File: src/rtl/dpgio_defines.svh
// Register indices, field positions and reset values of the dual port GPIO
`ifndef DPGIO_DEFINES_SVH
`define DPGIO_DEFINES_SVH
// Register indices; byte address is four times the index
`define DPGIO_IDX_PA_DATA 10'h005
`define DPGIO_IDX_PA_DIR 10'h085
`define DPGIO_IDX_ACFG 10'h09f
`define DPGIO_IDX_PB_DATA 10'h006
`define DPGIO_IDX_PB_DIR 10'h086
`define DPGIO_IDX_OPTION 10'h081
`define DPGIO_IDX_INTCTL 10'h0c0
`define DPGIO_IDX_PERCTL 10'h0c1
// Reset values
`define DPGIO_RST_PA_DIR 6'h3f
`define DPGIO_RST_PB_DIR 8'hff
`define DPGIO_RST_OPTION 8'hff
`define DPGIO_RST_ACFG 3'h0
// Field positions
`define DPGIO_OPT_PULLUP_N 7
`define DPGIO_OPT_EDGE 6
`define DPGIO_INT_CHG_FLAG 0
`define DPGIO_INT_EXT_FLAG 1
`define DPGIO_INT_CHG_EN 2
`define DPGIO_INT_EXT_EN 3
`define DPGIO_PER_TMR_EN 0
`define DPGIO_PER_SS_EN 1
`define DPGIO_PA_TMR_BIT 4
`define DPGIO_PA_SS_BIT 5
`define DPGIO_PB_EXT_BIT 0
// Port A analog-capable pin set (AN0..AN3 and AN4 on bit 5)
`define DPGIO_ANA_ALL 6'h2f
`endif

File: src/rtl/dpgio_pkg.sv
// Types shared by the dual port GPIO block
package dpgio_pkg;
  typedef struct packed {
    logic psel;
    logic penable;
    logic pwrite;
    logic [11:0] paddr;
    logic [31:0] pwdata;
    logic [3:0] pstrb;
  } dpgio_apb_req_type;

  typedef struct packed {
    logic [5:0] pa_sync1;
    logic [5:0] pa_sync2;
    logic [7:0] pb_sync1;
    logic [7:0] pb_sync2;
    logic [5:0] pa_lat;
    logic [5:0] pa_dir;
    logic [2:0] acfg;
    logic [7:0] pb_lat;
    logic [7:0] pb_dir;
    logic [7:0] option;
    logic [3:0] intctl;
    logic [1:0] perctl;
    logic [3:0] old_hi;
    logic ext_prev;
    logic [31:0] rdata;
  } dpgio_state_type;
endpackage

File: src/rtl/dpgio_top.sv
// Dual port GPIO with pin change and external interrupt flags, APB slave
//
// Implementation choice: the APB slave port.
`timescale 1ns/1ps
`include "dpgio_defines.svh"

module dpgio_top (
  input wire logic mclk,
  input wire logic rst,
  input wire dpgio_pkg::dpgio_apb_req_type apb_req,
  output logic [31:0] prdata,
  output logic pready,
  output logic pslverr,
  input wire logic [5:0] pa_in,
  output logic [5:0] pa_out,
  output logic [5:0] pa_oe_n,
  input wire logic [7:0] pb_in,
  output logic [7:0] pb_out,
  output logic [7:0] pb_oe_n,
  output logic [7:0] pb_pullup_en,
  output logic [5:0] pa_analog_sel,
  input wire logic sleep_mode,
  output logic wake_req,
  output logic pin_change_irq,
  output logic ext_irq,
  output logic timer_ext_clock,
  output logic serial_select_n
);

  dpgio_pkg::dpgio_state_type st_r;
  dpgio_pkg::dpgio_state_type st_nxt;

  // True when the word address selects the register of the given index
  function automatic logic reg_hit(input logic [11:0] addr,
                                   input logic [9:0] idx);
    reg_hit = (addr[11:2] == idx);
  endfunction

  // Analog pin set for each pin config code; codes 6 and 7 are all digital
  function automatic logic [5:0] analog_mask(input logic [2:0] cfg);
    logic [5:0] m;
    m = 6'h00;
    case (cfg)
      3'h0: m = `DPGIO_ANA_ALL;
      3'h1: m = 6'h0f;
      3'h2: m = 6'h07;
      3'h3: m = 6'h03;
      3'h4: m = 6'h01;
      3'h5: m = 6'h20;
      default: m = 6'h00;
    endcase
    analog_mask = m;
  endfunction

  // Read-modify-write merge: unwritten byte lane keeps the old value passed in (sampled pins, or pa_dir)
  function automatic logic [7:0] rmw(input logic [7:0] pins,
                                     input logic [7:0] wdata,
                                     input logic lane);
    rmw = lane ? wdata : pins;
  endfunction

  logic acc;
  logic setup;
  logic wr;
  logic rd;
  logic hit;
  logic [5:0] ana;
  logic [5:0] pa_gpio;
  logic [5:0] pa_view;
  logic [3:0] chg_live;
  logic chg_mismatch;
  logic ext_edge;
  logic pb_access;
  logic [7:0] pa_lat_merge;
  logic [7:0] pa_dir_merge;

  // Decode of the APB phases; access completes in its first cycle
  assign setup = apb_req.psel & ~apb_req.penable;
  assign acc = apb_req.psel & apb_req.penable;
  assign wr = acc & apb_req.pwrite;
  assign rd = acc & ~apb_req.pwrite;

  // Address decode, unmapped words answer with an error
  always_comb begin
    if (reg_hit(apb_req.paddr, `DPGIO_IDX_PA_DATA)) begin
      hit = 1'b1;
    end else if (reg_hit(apb_req.paddr, `DPGIO_IDX_PA_DIR)) begin
      hit = 1'b1;
    end else if (reg_hit(apb_req.paddr, `DPGIO_IDX_ACFG)) begin
      hit = 1'b1;
    end else if (reg_hit(apb_req.paddr, `DPGIO_IDX_PB_DATA)) begin
      hit = 1'b1;
    end else if (reg_hit(apb_req.paddr, `DPGIO_IDX_PB_DIR)) begin
      hit = 1'b1;
    end else if (reg_hit(apb_req.paddr, `DPGIO_IDX_OPTION)) begin
      hit = 1'b1;
    end else if (reg_hit(apb_req.paddr, `DPGIO_IDX_INTCTL)) begin
      hit = 1'b1;
    end else if (reg_hit(apb_req.paddr, `DPGIO_IDX_PERCTL)) begin
      hit = 1'b1;
    end else begin
      hit = 1'b0;
    end
  end

  // Pin views after synchronisation; analog pins read as zero digitally
  always_comb begin
    ana = analog_mask(st_r.acfg);
    pa_view = st_r.pa_sync2 & ~ana;
    pa_gpio = 6'h3f;
    // Peripheral inputs take the pin off the GPIO driver
    if (st_r.perctl[`DPGIO_PER_TMR_EN]) begin
      pa_gpio[`DPGIO_PA_TMR_BIT] = 1'b0;
    end
    if (st_r.perctl[`DPGIO_PER_SS_EN]) begin
      pa_gpio[`DPGIO_PA_SS_BIT] = 1'b0;
    end
  end

  // Change compare only on upper pins that are inputs
  assign chg_live = (st_r.pb_sync2[7:4] ^ st_r.old_hi) & st_r.pb_dir[7:4];
  assign chg_mismatch = |chg_live;
  assign pb_access = acc & reg_hit(apb_req.paddr, `DPGIO_IDX_PB_DATA);

  // Merged port A words; the two unused upper bits are cut when stored
  assign pa_lat_merge = rmw({2'h0, pa_view}, apb_req.pwdata[7:0], apb_req.pstrb[0]);
  assign pa_dir_merge = rmw({2'h0, st_r.pa_dir}, apb_req.pwdata[7:0], apb_req.pstrb[0]);

  // Edge select: one picks rising, zero falling
  assign ext_edge = st_r.option[`DPGIO_OPT_EDGE]
                  ? (st_r.pb_sync2[`DPGIO_PB_EXT_BIT] & ~st_r.ext_prev)
                  : (~st_r.pb_sync2[`DPGIO_PB_EXT_BIT] & st_r.ext_prev);

  // Next state of every register of the block
  always_comb begin
    st_nxt = st_r;
    // Two-flop synchronisers; only the second stage feeds logic
    st_nxt.pa_sync1 = pa_in;
    st_nxt.pa_sync2 = st_r.pa_sync1;
    st_nxt.pb_sync1 = pb_in;
    st_nxt.pb_sync2 = st_r.pb_sync1;
    st_nxt.ext_prev = st_r.pb_sync2[`DPGIO_PB_EXT_BIT];

    // Hardware set of the sticky flags; a set in the clear cycle wins
    if (wr && reg_hit(apb_req.paddr, `DPGIO_IDX_INTCTL)) begin
      st_nxt.intctl = apb_req.pstrb[0] ? apb_req.pwdata[3:0] : st_r.intctl;
    end
    if (chg_mismatch) begin
      st_nxt.intctl[`DPGIO_INT_CHG_FLAG] = 1'b1;
    end
    if (ext_edge) begin
      st_nxt.intctl[`DPGIO_INT_EXT_FLAG] = 1'b1;
    end

    // Any port B data access reloads the compare value and ends a mismatch
    if (pb_access) begin
      st_nxt.old_hi = st_r.pb_sync2[7:4];
    end

    // Register writes
    if (wr) begin
      if (reg_hit(apb_req.paddr, `DPGIO_IDX_PA_DATA)) begin
        st_nxt.pa_lat = pa_lat_merge[5:0];
      end else if (reg_hit(apb_req.paddr, `DPGIO_IDX_PA_DIR)) begin
        st_nxt.pa_dir = pa_dir_merge[5:0];
      end else if (reg_hit(apb_req.paddr, `DPGIO_IDX_ACFG)) begin
        if (apb_req.pstrb[0]) begin
          st_nxt.acfg = apb_req.pwdata[2:0];
        end
      end else if (reg_hit(apb_req.paddr, `DPGIO_IDX_PB_DATA)) begin
        st_nxt.pb_lat = rmw(st_r.pb_sync2, apb_req.pwdata[7:0],
                            apb_req.pstrb[0]);
      end else if (reg_hit(apb_req.paddr, `DPGIO_IDX_PB_DIR)) begin
        if (apb_req.pstrb[0]) begin
          st_nxt.pb_dir = apb_req.pwdata[7:0];
        end
      end else if (reg_hit(apb_req.paddr, `DPGIO_IDX_OPTION)) begin
        if (apb_req.pstrb[0]) begin
          st_nxt.option = apb_req.pwdata[7:0];
        end
      end else if (reg_hit(apb_req.paddr, `DPGIO_IDX_PERCTL)) begin
        if (apb_req.pstrb[0]) begin
          st_nxt.perctl = apb_req.pwdata[1:0];
        end
      end
    end

    // Read data captured in the setup cycle so prdata comes from a flop
    if (setup && !apb_req.pwrite) begin
      st_nxt.rdata = 32'h0000_0000;
      if (reg_hit(apb_req.paddr, `DPGIO_IDX_PA_DATA)) begin
        st_nxt.rdata[5:0] = pa_view;
      end else if (reg_hit(apb_req.paddr, `DPGIO_IDX_PA_DIR)) begin
        st_nxt.rdata[5:0] = st_r.pa_dir;
      end else if (reg_hit(apb_req.paddr, `DPGIO_IDX_ACFG)) begin
        st_nxt.rdata[2:0] = st_r.acfg;
      end else if (reg_hit(apb_req.paddr, `DPGIO_IDX_PB_DATA)) begin
        st_nxt.rdata[7:0] = st_r.pb_sync2;
      end else if (reg_hit(apb_req.paddr, `DPGIO_IDX_PB_DIR)) begin
        st_nxt.rdata[7:0] = st_r.pb_dir;
      end else if (reg_hit(apb_req.paddr, `DPGIO_IDX_OPTION)) begin
        st_nxt.rdata[7:0] = st_r.option;
      end else if (reg_hit(apb_req.paddr, `DPGIO_IDX_INTCTL)) begin
        st_nxt.rdata[3:0] = st_r.intctl;
      end else if (reg_hit(apb_req.paddr, `DPGIO_IDX_PERCTL)) begin
        st_nxt.rdata[1:0] = st_r.perctl;
      end
    end
  end

  // State register; reset loads constants only
  always_ff @(posedge mclk or posedge rst) begin
    if (rst) begin
      st_r <= '0;
      st_r.pa_dir <= `DPGIO_RST_PA_DIR;
      st_r.pb_dir <= `DPGIO_RST_PB_DIR;
      st_r.option <= `DPGIO_RST_OPTION;
      st_r.acfg <= `DPGIO_RST_ACFG;
    end else begin
      st_r <= st_nxt;
    end
  end

  // APB answer: no wait states, error on unmapped words
  assign pready = acc;
  assign pslverr = acc & ~hit;
  assign prdata = st_r.rdata;

  // Port A drivers; bit 4 can only pull low since it is open drain
  always_comb begin
    pa_out = st_r.pa_lat;
    pa_oe_n = st_r.pa_dir | ~pa_gpio;
    pa_out[`DPGIO_PA_TMR_BIT] = 1'b0;
    pa_oe_n[`DPGIO_PA_TMR_BIT] = st_r.pa_dir[`DPGIO_PA_TMR_BIT]
                               | st_r.pa_lat[`DPGIO_PA_TMR_BIT]
                               | ~pa_gpio[`DPGIO_PA_TMR_BIT];
  end

  // Port B drivers and pull-ups; pull-ups only on input pins
  assign pb_out = st_r.pb_lat;
  assign pb_oe_n = st_r.pb_dir;
  assign pb_pullup_en = {8{~st_r.option[`DPGIO_OPT_PULLUP_N]}}
                      & st_r.pb_dir;

  // Analog select follows the config field for the analog mux
  assign pa_analog_sel = ana;

  // Peripheral inputs taken from synchronised pins
  assign timer_ext_clock = st_r.pa_sync2[`DPGIO_PA_TMR_BIT];
  assign serial_select_n = st_r.pa_sync2[`DPGIO_PA_SS_BIT]
                         | ~st_r.perctl[`DPGIO_PER_SS_EN];

  // Interrupt requests gated by their enables
  assign pin_change_irq = st_r.intctl[`DPGIO_INT_CHG_FLAG]
                        & st_r.intctl[`DPGIO_INT_CHG_EN];
  assign ext_irq = st_r.intctl[`DPGIO_INT_EXT_FLAG]
                 & st_r.intctl[`DPGIO_INT_EXT_EN];
  // Wake works with no clock-gated path; the flag is level held
  assign wake_req = sleep_mode & pin_change_irq;

endmodule

File: config.mk
export PLATFORM = sky130hd
export DESIGN_NAME = dpgio_top
export DESIGN_NICKNAME = d
export VERILOG_FILES = /design/src/rtl/dpgio_pkg.sv /design/src/rtl/dpgio_top.sv
export VERILOG_INCLUDE_DIRS = /design/src /design/src/rtl
export SDC_FILE = /design/constraint.sdc
export NUM_CORES = 1
export LEC_CHECK = 0
export BUFFER_PORTS_ARGS = -buffer_cell sky130_fd_sc_hd__buf_4
export CORE_MARGIN = 2
export CORE_UTILIZATION = 40
export CTS_CLUSTER_SIZE = 24
export DETAILED_ROUTE_END_ITERATION = 6
export PLACE_DENSITY = 0.66
export RECOVER_POWER = 50
export SLEW_MARGIN = 20
export SYNTH_ARGS = -nofsm -noshare
export SYNTH_HDL_FRONTEND = slang
export SYNTH_SLANG_ARGS = --single-unit
File: constraint.sdc
create_clock -name mclk -period 3.4 [get_ports mclk]
set_input_delay 0.51 -clock mclk [delete_from_list [all_inputs] [get_ports mclk]]
set_output_delay 0.51 -clock mclk [all_outputs]
set_load 0.1 [all_outputs]
* Yosys cells after proc, flatten, opt, wreduce, memory -nomap -nowiden
Cells that the tools add are included.
** Operators by class
- Equal/unequal tests :: 13
- Reductions and logical operators :: 19
- Bitwise gates (word level) :: 32
- Multiplexer cells :: 31
** Operator list (count)
- 10-bit by 8-bit == test with 1-bit output (second input constant) :: 6
- 6-bit one-hot mux with 6 select lines :: 1
- 8-bit 2-to-1 mux :: 3
- 10-bit by 3-bit == test with 1-bit output (second input constant) :: 2
- 6-bit 2-to-1 mux :: 3
- 2-bit 2-to-1 mux :: 7
- 1-bit 2-to-1 mux :: 13
- 1-bit NOT :: 12
- 6-bit NOT :: 2
- 1-bit bitwise AND :: 10
- 5-bit AND reduction :: 2
- 9-bit AND reduction :: 1
- 8-bit bitwise AND :: 1
- 4-bit 2-to-1 mux :: 2
- 2-bit AND reduction :: 4
- 8-bit AND reduction :: 1
- 2-bit nonzero test :: 4
- 7-bit AND reduction :: 1
- 6-bit bitwise AND :: 1
- 3-bit by 2-bit == test with 1-bit output (second input constant) :: 2
- 3-bit == test (second input constant) :: 2
- 6-bit bitwise OR :: 1
- 5-bit 2-to-1 mux :: 1
- 4-bit bitwise AND :: 1
- other kinds (9) :: 12
** Storage, ports and cells
- Output and inout bits :: 81
- Bits of input ports :: 68
- Register bits :: 86

* Depth between registers and ports, before layout
- Word-level depth :: 11
- Gate-level depth with buffers :: 7
- Mapped depth without buffers :: 5

* Worst setup path before layout
Ideal clock, no wire load.
- Path type :: input to output
- Start point :: in apb_req[38] in the netlist's numbering
- End point :: out pslverr
- Data required time :: 2.890 ns
- Stages :: 4
- Path slack :: -1.087 ns
- Arrival :: 3.977 ns
- Path buffers :: 1
- Cells stage by stage :: buf_2 -> nand4bb_1 -> nor4_4 -> nor4_1
** On the way
- Longest elaborated chain between the ends :: 11
- Elaborated cells between the ends (all ways) :: 18
** RTL lines
- start: declaration :: RTL line dpgio_top.sv:10 : input wire dpgio_pkg::dpgio_apb_req_type apb_req,
- 10-bit by 8-bit == test with 1-bit output :: RTL line dpgio_top.sv:36 : reg_hit = (addr[11:2] == idx);
- 1-bit 2-to-1 mux :: RTL line dpgio_top.sv:99 : end else if (reg_hit(apb_req.paddr, `DPGIO_IDX_PERCTL)) begin
- 1-bit 2-to-1 mux :: RTL line dpgio_top.sv:97 : end else if (reg_hit(apb_req.paddr, `DPGIO_IDX_INTCTL)) begin
- 1-bit 2-to-1 mux :: RTL line dpgio_top.sv:95 : end else if (reg_hit(apb_req.paddr, `DPGIO_IDX_OPTION)) begin
- 1-bit 2-to-1 mux :: RTL line dpgio_top.sv:93 : end else if (reg_hit(apb_req.paddr, `DPGIO_IDX_PB_DIR)) begin
- 1-bit 2-to-1 mux :: RTL line dpgio_top.sv:91 : end else if (reg_hit(apb_req.paddr, `DPGIO_IDX_PB_DATA)) begin
- 1-bit 2-to-1 mux :: RTL line dpgio_top.sv:89 : end else if (reg_hit(apb_req.paddr, `DPGIO_IDX_ACFG)) begin
- 1-bit 2-to-1 mux :: RTL line dpgio_top.sv:87 : end else if (reg_hit(apb_req.paddr, `DPGIO_IDX_PA_DIR)) begin
- 1-bit 2-to-1 mux (*) :: RTL line dpgio_top.sv:85 : if (reg_hit(apb_req.paddr, `DPGIO_IDX_PA_DATA)) begin
- 1-bit NOT (*) :: RTL line dpgio_top.sv:226 : assign pslverr = acc & ~hit;
- 1-bit bitwise AND (*) :: RTL line dpgio_top.sv:226
- end: declaration :: RTL line dpgio_top.sv:13 : output logic pslverr,
Mark *: on every way between the ends. The rest lies on a longest branch, timed or not.

* Final worst setup path
- Start point :: in apb_req[47] in the netlist's numbering
- End point :: out pslverr
The elaborated chain is that of the path after synthesis.

==> out/metrics.sh <==
STATUS='finished with violations'
FAILED_CHECKS='max-capacitance violations, max-slew violations'
CLK_PIN_SLEW_WORST_PATHS_NS=0.08
PLACEABLECOREAREA_UM2=10700
POWER.LEAKAGE_nW=2.32
CTS_HOLD_BUF=0
YS.WARNINGS.COUNT=0
MAXSLEWVIOLCOUNT=65
SYNTH_CELL_TYPES=43
CTS_INSERTED_BUFFERS=9
TRITONCTS='yes'
POWER_DENSITY_nW_PER_UM2=411
DIE-HEIGHT_UM=108
ROUTED_WL_UM=9990
FINAL_NETS=520
WORSTSETUPPATHTYPE='in2out'
TIMING.HOLD.WORST.CLASS='in2reg'
DIODES=0
YOSYSMOSTFREQUENTCELL='dfrtp_1'
FIRST_ITER_VIOLATIONS=220
FMAX_GHz=0.374
CRIT_PATH_MAX_INCR_DELAY_NS=0.53
GRT-OVFL-TOTAL=0
RELSLEWSLACK=-0.0149
WL_PER_CELL_UM=16.7
MAXCAPVIOLATIONS=1
IO_PINS=149
FIN_UTIL=0.468
POST_SYNTH_XOR_AREA_FRACTION=0.0100
SYNTH_COMPOUND_AREA_FRAC=0.0825
SYNTH_ENABLE_FLOP_CELLS=0
SYNTH_CELLS=392
SYNTH_SEQ_AREA_SHARE=0.499
GLOBAL_ROUTE.USAGE.TOTAL=0.175
CTS_NUM_SINKS=86
NETLIST.TOP_CELL.BY_AREA='dfrtp_1'
CHIPWIDTH_UM=108
YS_SEQ_ELEMENTS=86
FIN_SKEW_NS=0.0179
GRT_PASS1_WL_UM=15500
SYN-MEAN-INSTANCE-AREA_UM2=11.1
CP_DATA_ARRIVAL_TIME_NS=2.17
ADDER_CELL_SHARE_OF_THE_SYNTHESIZED_AREA=0
SYNTH_LARGEST_TYPE_AREA_FRACTION=0.367
FINAL_ANTENNA_NET_COUNT=0
DR_TOTAL_VIAS=2977
ANTENNA_FOUND_INITIAL=0
CRITPATHCAPTURETYPE='output port'
BUFFER_COUNT_FROM_POST_CTS_SETUP_FIXING=0
STDCELL_AREA_UM2=5030
CLOCK_TREE.ROOT_CELL='clkbuf_8'
FLOORPLAN.INITIALDENSITY=0.406
NUMBER_OF_STANDARD_CELLS_IN_THE_LAYOUT_TAPS_IN_AND_FILLERS_OUT=597
CLOCK_TREE.BUFFER_DEPTH=2
NUMBER_OF_BUFFER_CELLS_ADDED_ON_PRIMARY_PORTS=93
DIE-AREA_UM2=11800
SETUP_TNS_NS=0
COUNT_OF_TRITONROUTE_ITERATIONS_IN_THE_FIRST_ROUTING_PASS=5
CTSHTREEMAXLEVEL=3
GLOBALPLACE.CONGESTION=0.869
SLOWEST_STAGE='or3_1'
PLACE_WS_NS=0.725
TIMING.FINAL.CRIT_PERIOD_NS=2.68
SYNTH_SIMPLE_GATE_AREA_SHARE=0.140
POST-DP-HPWL_UM=7360
ROUTE.DETAILED.DRC=0
MAX_SLEW.WORST_PIN.SLEW_NS=1.52
DRIVE_ABOVE_1_SHARE=0.416
COMBINATIONAL_FAMILY_WITH_THE_MOST_AREA_AFTER_SYNTHESIS='multiplexers'
YS_ASYNC_SR_FRACTION=1.00
CP.REQUIRED_NS=2.89
CRIT_FANOUT=7
RSZ_0062_RAISED_AFTER_GLOBAL_ROUTING='no'
SYNTH_TOP_CELLS_BY_AREA='dfrtp_1, dfstp_2, mux2_2'
FINALHOLDVIOLATIONS=0
WORSTSKEWPAIRLATENCY_NS=0.37
SYN_AREA_UM2=4370
PERIOD_SHARE=0.787
SETUP_VIOL_COUNT_FINAL=0
VIA_COUNT_OF_THE_FIRST_GLOBAL_ROUTING_PASS=2857
PLACE_INST=581
DRT-VIAS-PER-INSTANCE=4.99
LAYOUT-AREA-OVERHEAD-VS-SYNTH_PCT=15.1
CRIT_PATH_CELL_TRACE='buf_4 -> or3_4 -> or3_1 -> a21oi_1 -> nor4_2 -> buf_4'
VDD_IR_DROP_MAX_uV=186
YOSYS-TOP-CELLS-COUNT='dfrtp_1, buf_4, mux2_2'
YS_DOMINANT_REG_CELL='dfrtp_1'
FILLCELLCOUNT=1019
CRIT_PATH_START_KIND='primary input'
SYNTH.AREA.MUX_SHARE=0.147
FLOORPLAN.ROWS=38
POST_CTS.RESIZED_INSTANCES=0
MAXIMUM_NUMBER_OF_PINS_ON_ONE_NET_BEFORE_GLOBAL_ROUTE_REPAIR=65
CPMOSTUSEDCELL='buf_4'
DPL-INSTANCE-AREA_UM2=4870
FINAL_CRITICAL_PATH_SETUP_SLACK_NS=0.724
cell usage in the layout (no fill, tap or decap), drive strengths merged, types with 6 or more instances in the layout:
| master | Yosys | layout |
|---|---|---|
| buf | 67 | 80 |
| dfrtp | 64 | 64 |
| mux2 | 41 | 41 |
| nand2 | 34 | 34 |
| o21ai | 28 | 28 |
| conb | 1 | 26 |
| clkbuf | 5 | 26 |
| nor2 | 23 | 23 |
| dfstp | 22 | 22 |
| mux2i | 18 | 18 |
| a21oi | 12 | 12 |
| nor2b | 8 | 8 |
| or3 | 8 | 8 |
| nor4 | 6 | 6 |
layer usage:
metal  share of wire  wire length (µm)  track usage  vias to the layer above
met2            0.49              4890        0.285                      112
met3           0.057               569       0.0295                       13
li1                -                 -            -                     1406
met4           0.019               188       0.0742                        0
met5               0                 0            0                        -
met1            0.43              4340        0.230                     1446
state kept, by name (all words and copies together), names as in the netlist:
name             flops
st_r                41
st_nxt              15
pa_out               5
prdata               8
timer_ext_clock      1
pb_out               8
pb_oe_n              8
where the power goes:
| group | leakage, nW | switching [W] | internal, W | total (W) |
|---|---|---|---|---|
| clock network | 0.0751 | 0.000378 | 0.000269 | 0.000647 |
| logic | 1.21 | 0.000285 | 0.0000676 | 0.000352 |
| registers | 1.04 | 0.0000155 | 0.00105 | 0.00106 |
final timing paths:
check                             from          to  slack [ns]  cells after the start
hold / removal                pb_in[3]  st_nxt[85]        0.27                      1
min in group asynchronous          rst    st_r[69]        0.33                      2
hold reg to reg            st_nxt[100]   st_r[100]        0.35                      0
setup / recovery           apb_req[47]     pslverr        0.72                      6
max in group asynchronous          rst  st_nxt[82]        1.12                      3
setup reg to reg              st_r[69]   prdata[5]        1.68                      5
per-stage QoR:
stage / total power, W / hold slack (ns)
after floorplan: 0.00138 / 0.331
after global placement: 0.00144 / 0.332
after detailed placement: 0.00144 / 0.335
after CTS: 0.00209 / 0.133
after global routing: 0.00214 / 0.255
final: 0.00206 / 0.275
cell type report:
type / count / area [µm²] / share of cell area
clock buffer: 10 / 128 / 0.0254
clock inverter: 6 / 47.5 / 0.00946
inverter: 4 / 16.3 / 0.00324
multi-input combinational: 255 / 1760 / 0.351
sequential: 86 / 2180 / 0.434
tap: 140 / 175 / 0.0349
timing repair buffer: 96 / 718 / 0.143
logic make-up after synthesis:
group / after synthesis
buffers and inverters: 76
XOR/XNOR: 5
AO/OA/AOI/OAI: 61
flip-flops: 86
AND/OR/NAND/NOR: 104
multiplexers: 59
other: 1
critical path: cells and delay by family:
kind,cells,cell delay (ns)
AND/OR/NAND/NOR,3,1.02
AO/OA/AOI/OAI,1,0.26
buffers and inverters,2,0.38
Note: power is estimated with default switching activity, not from simulation.
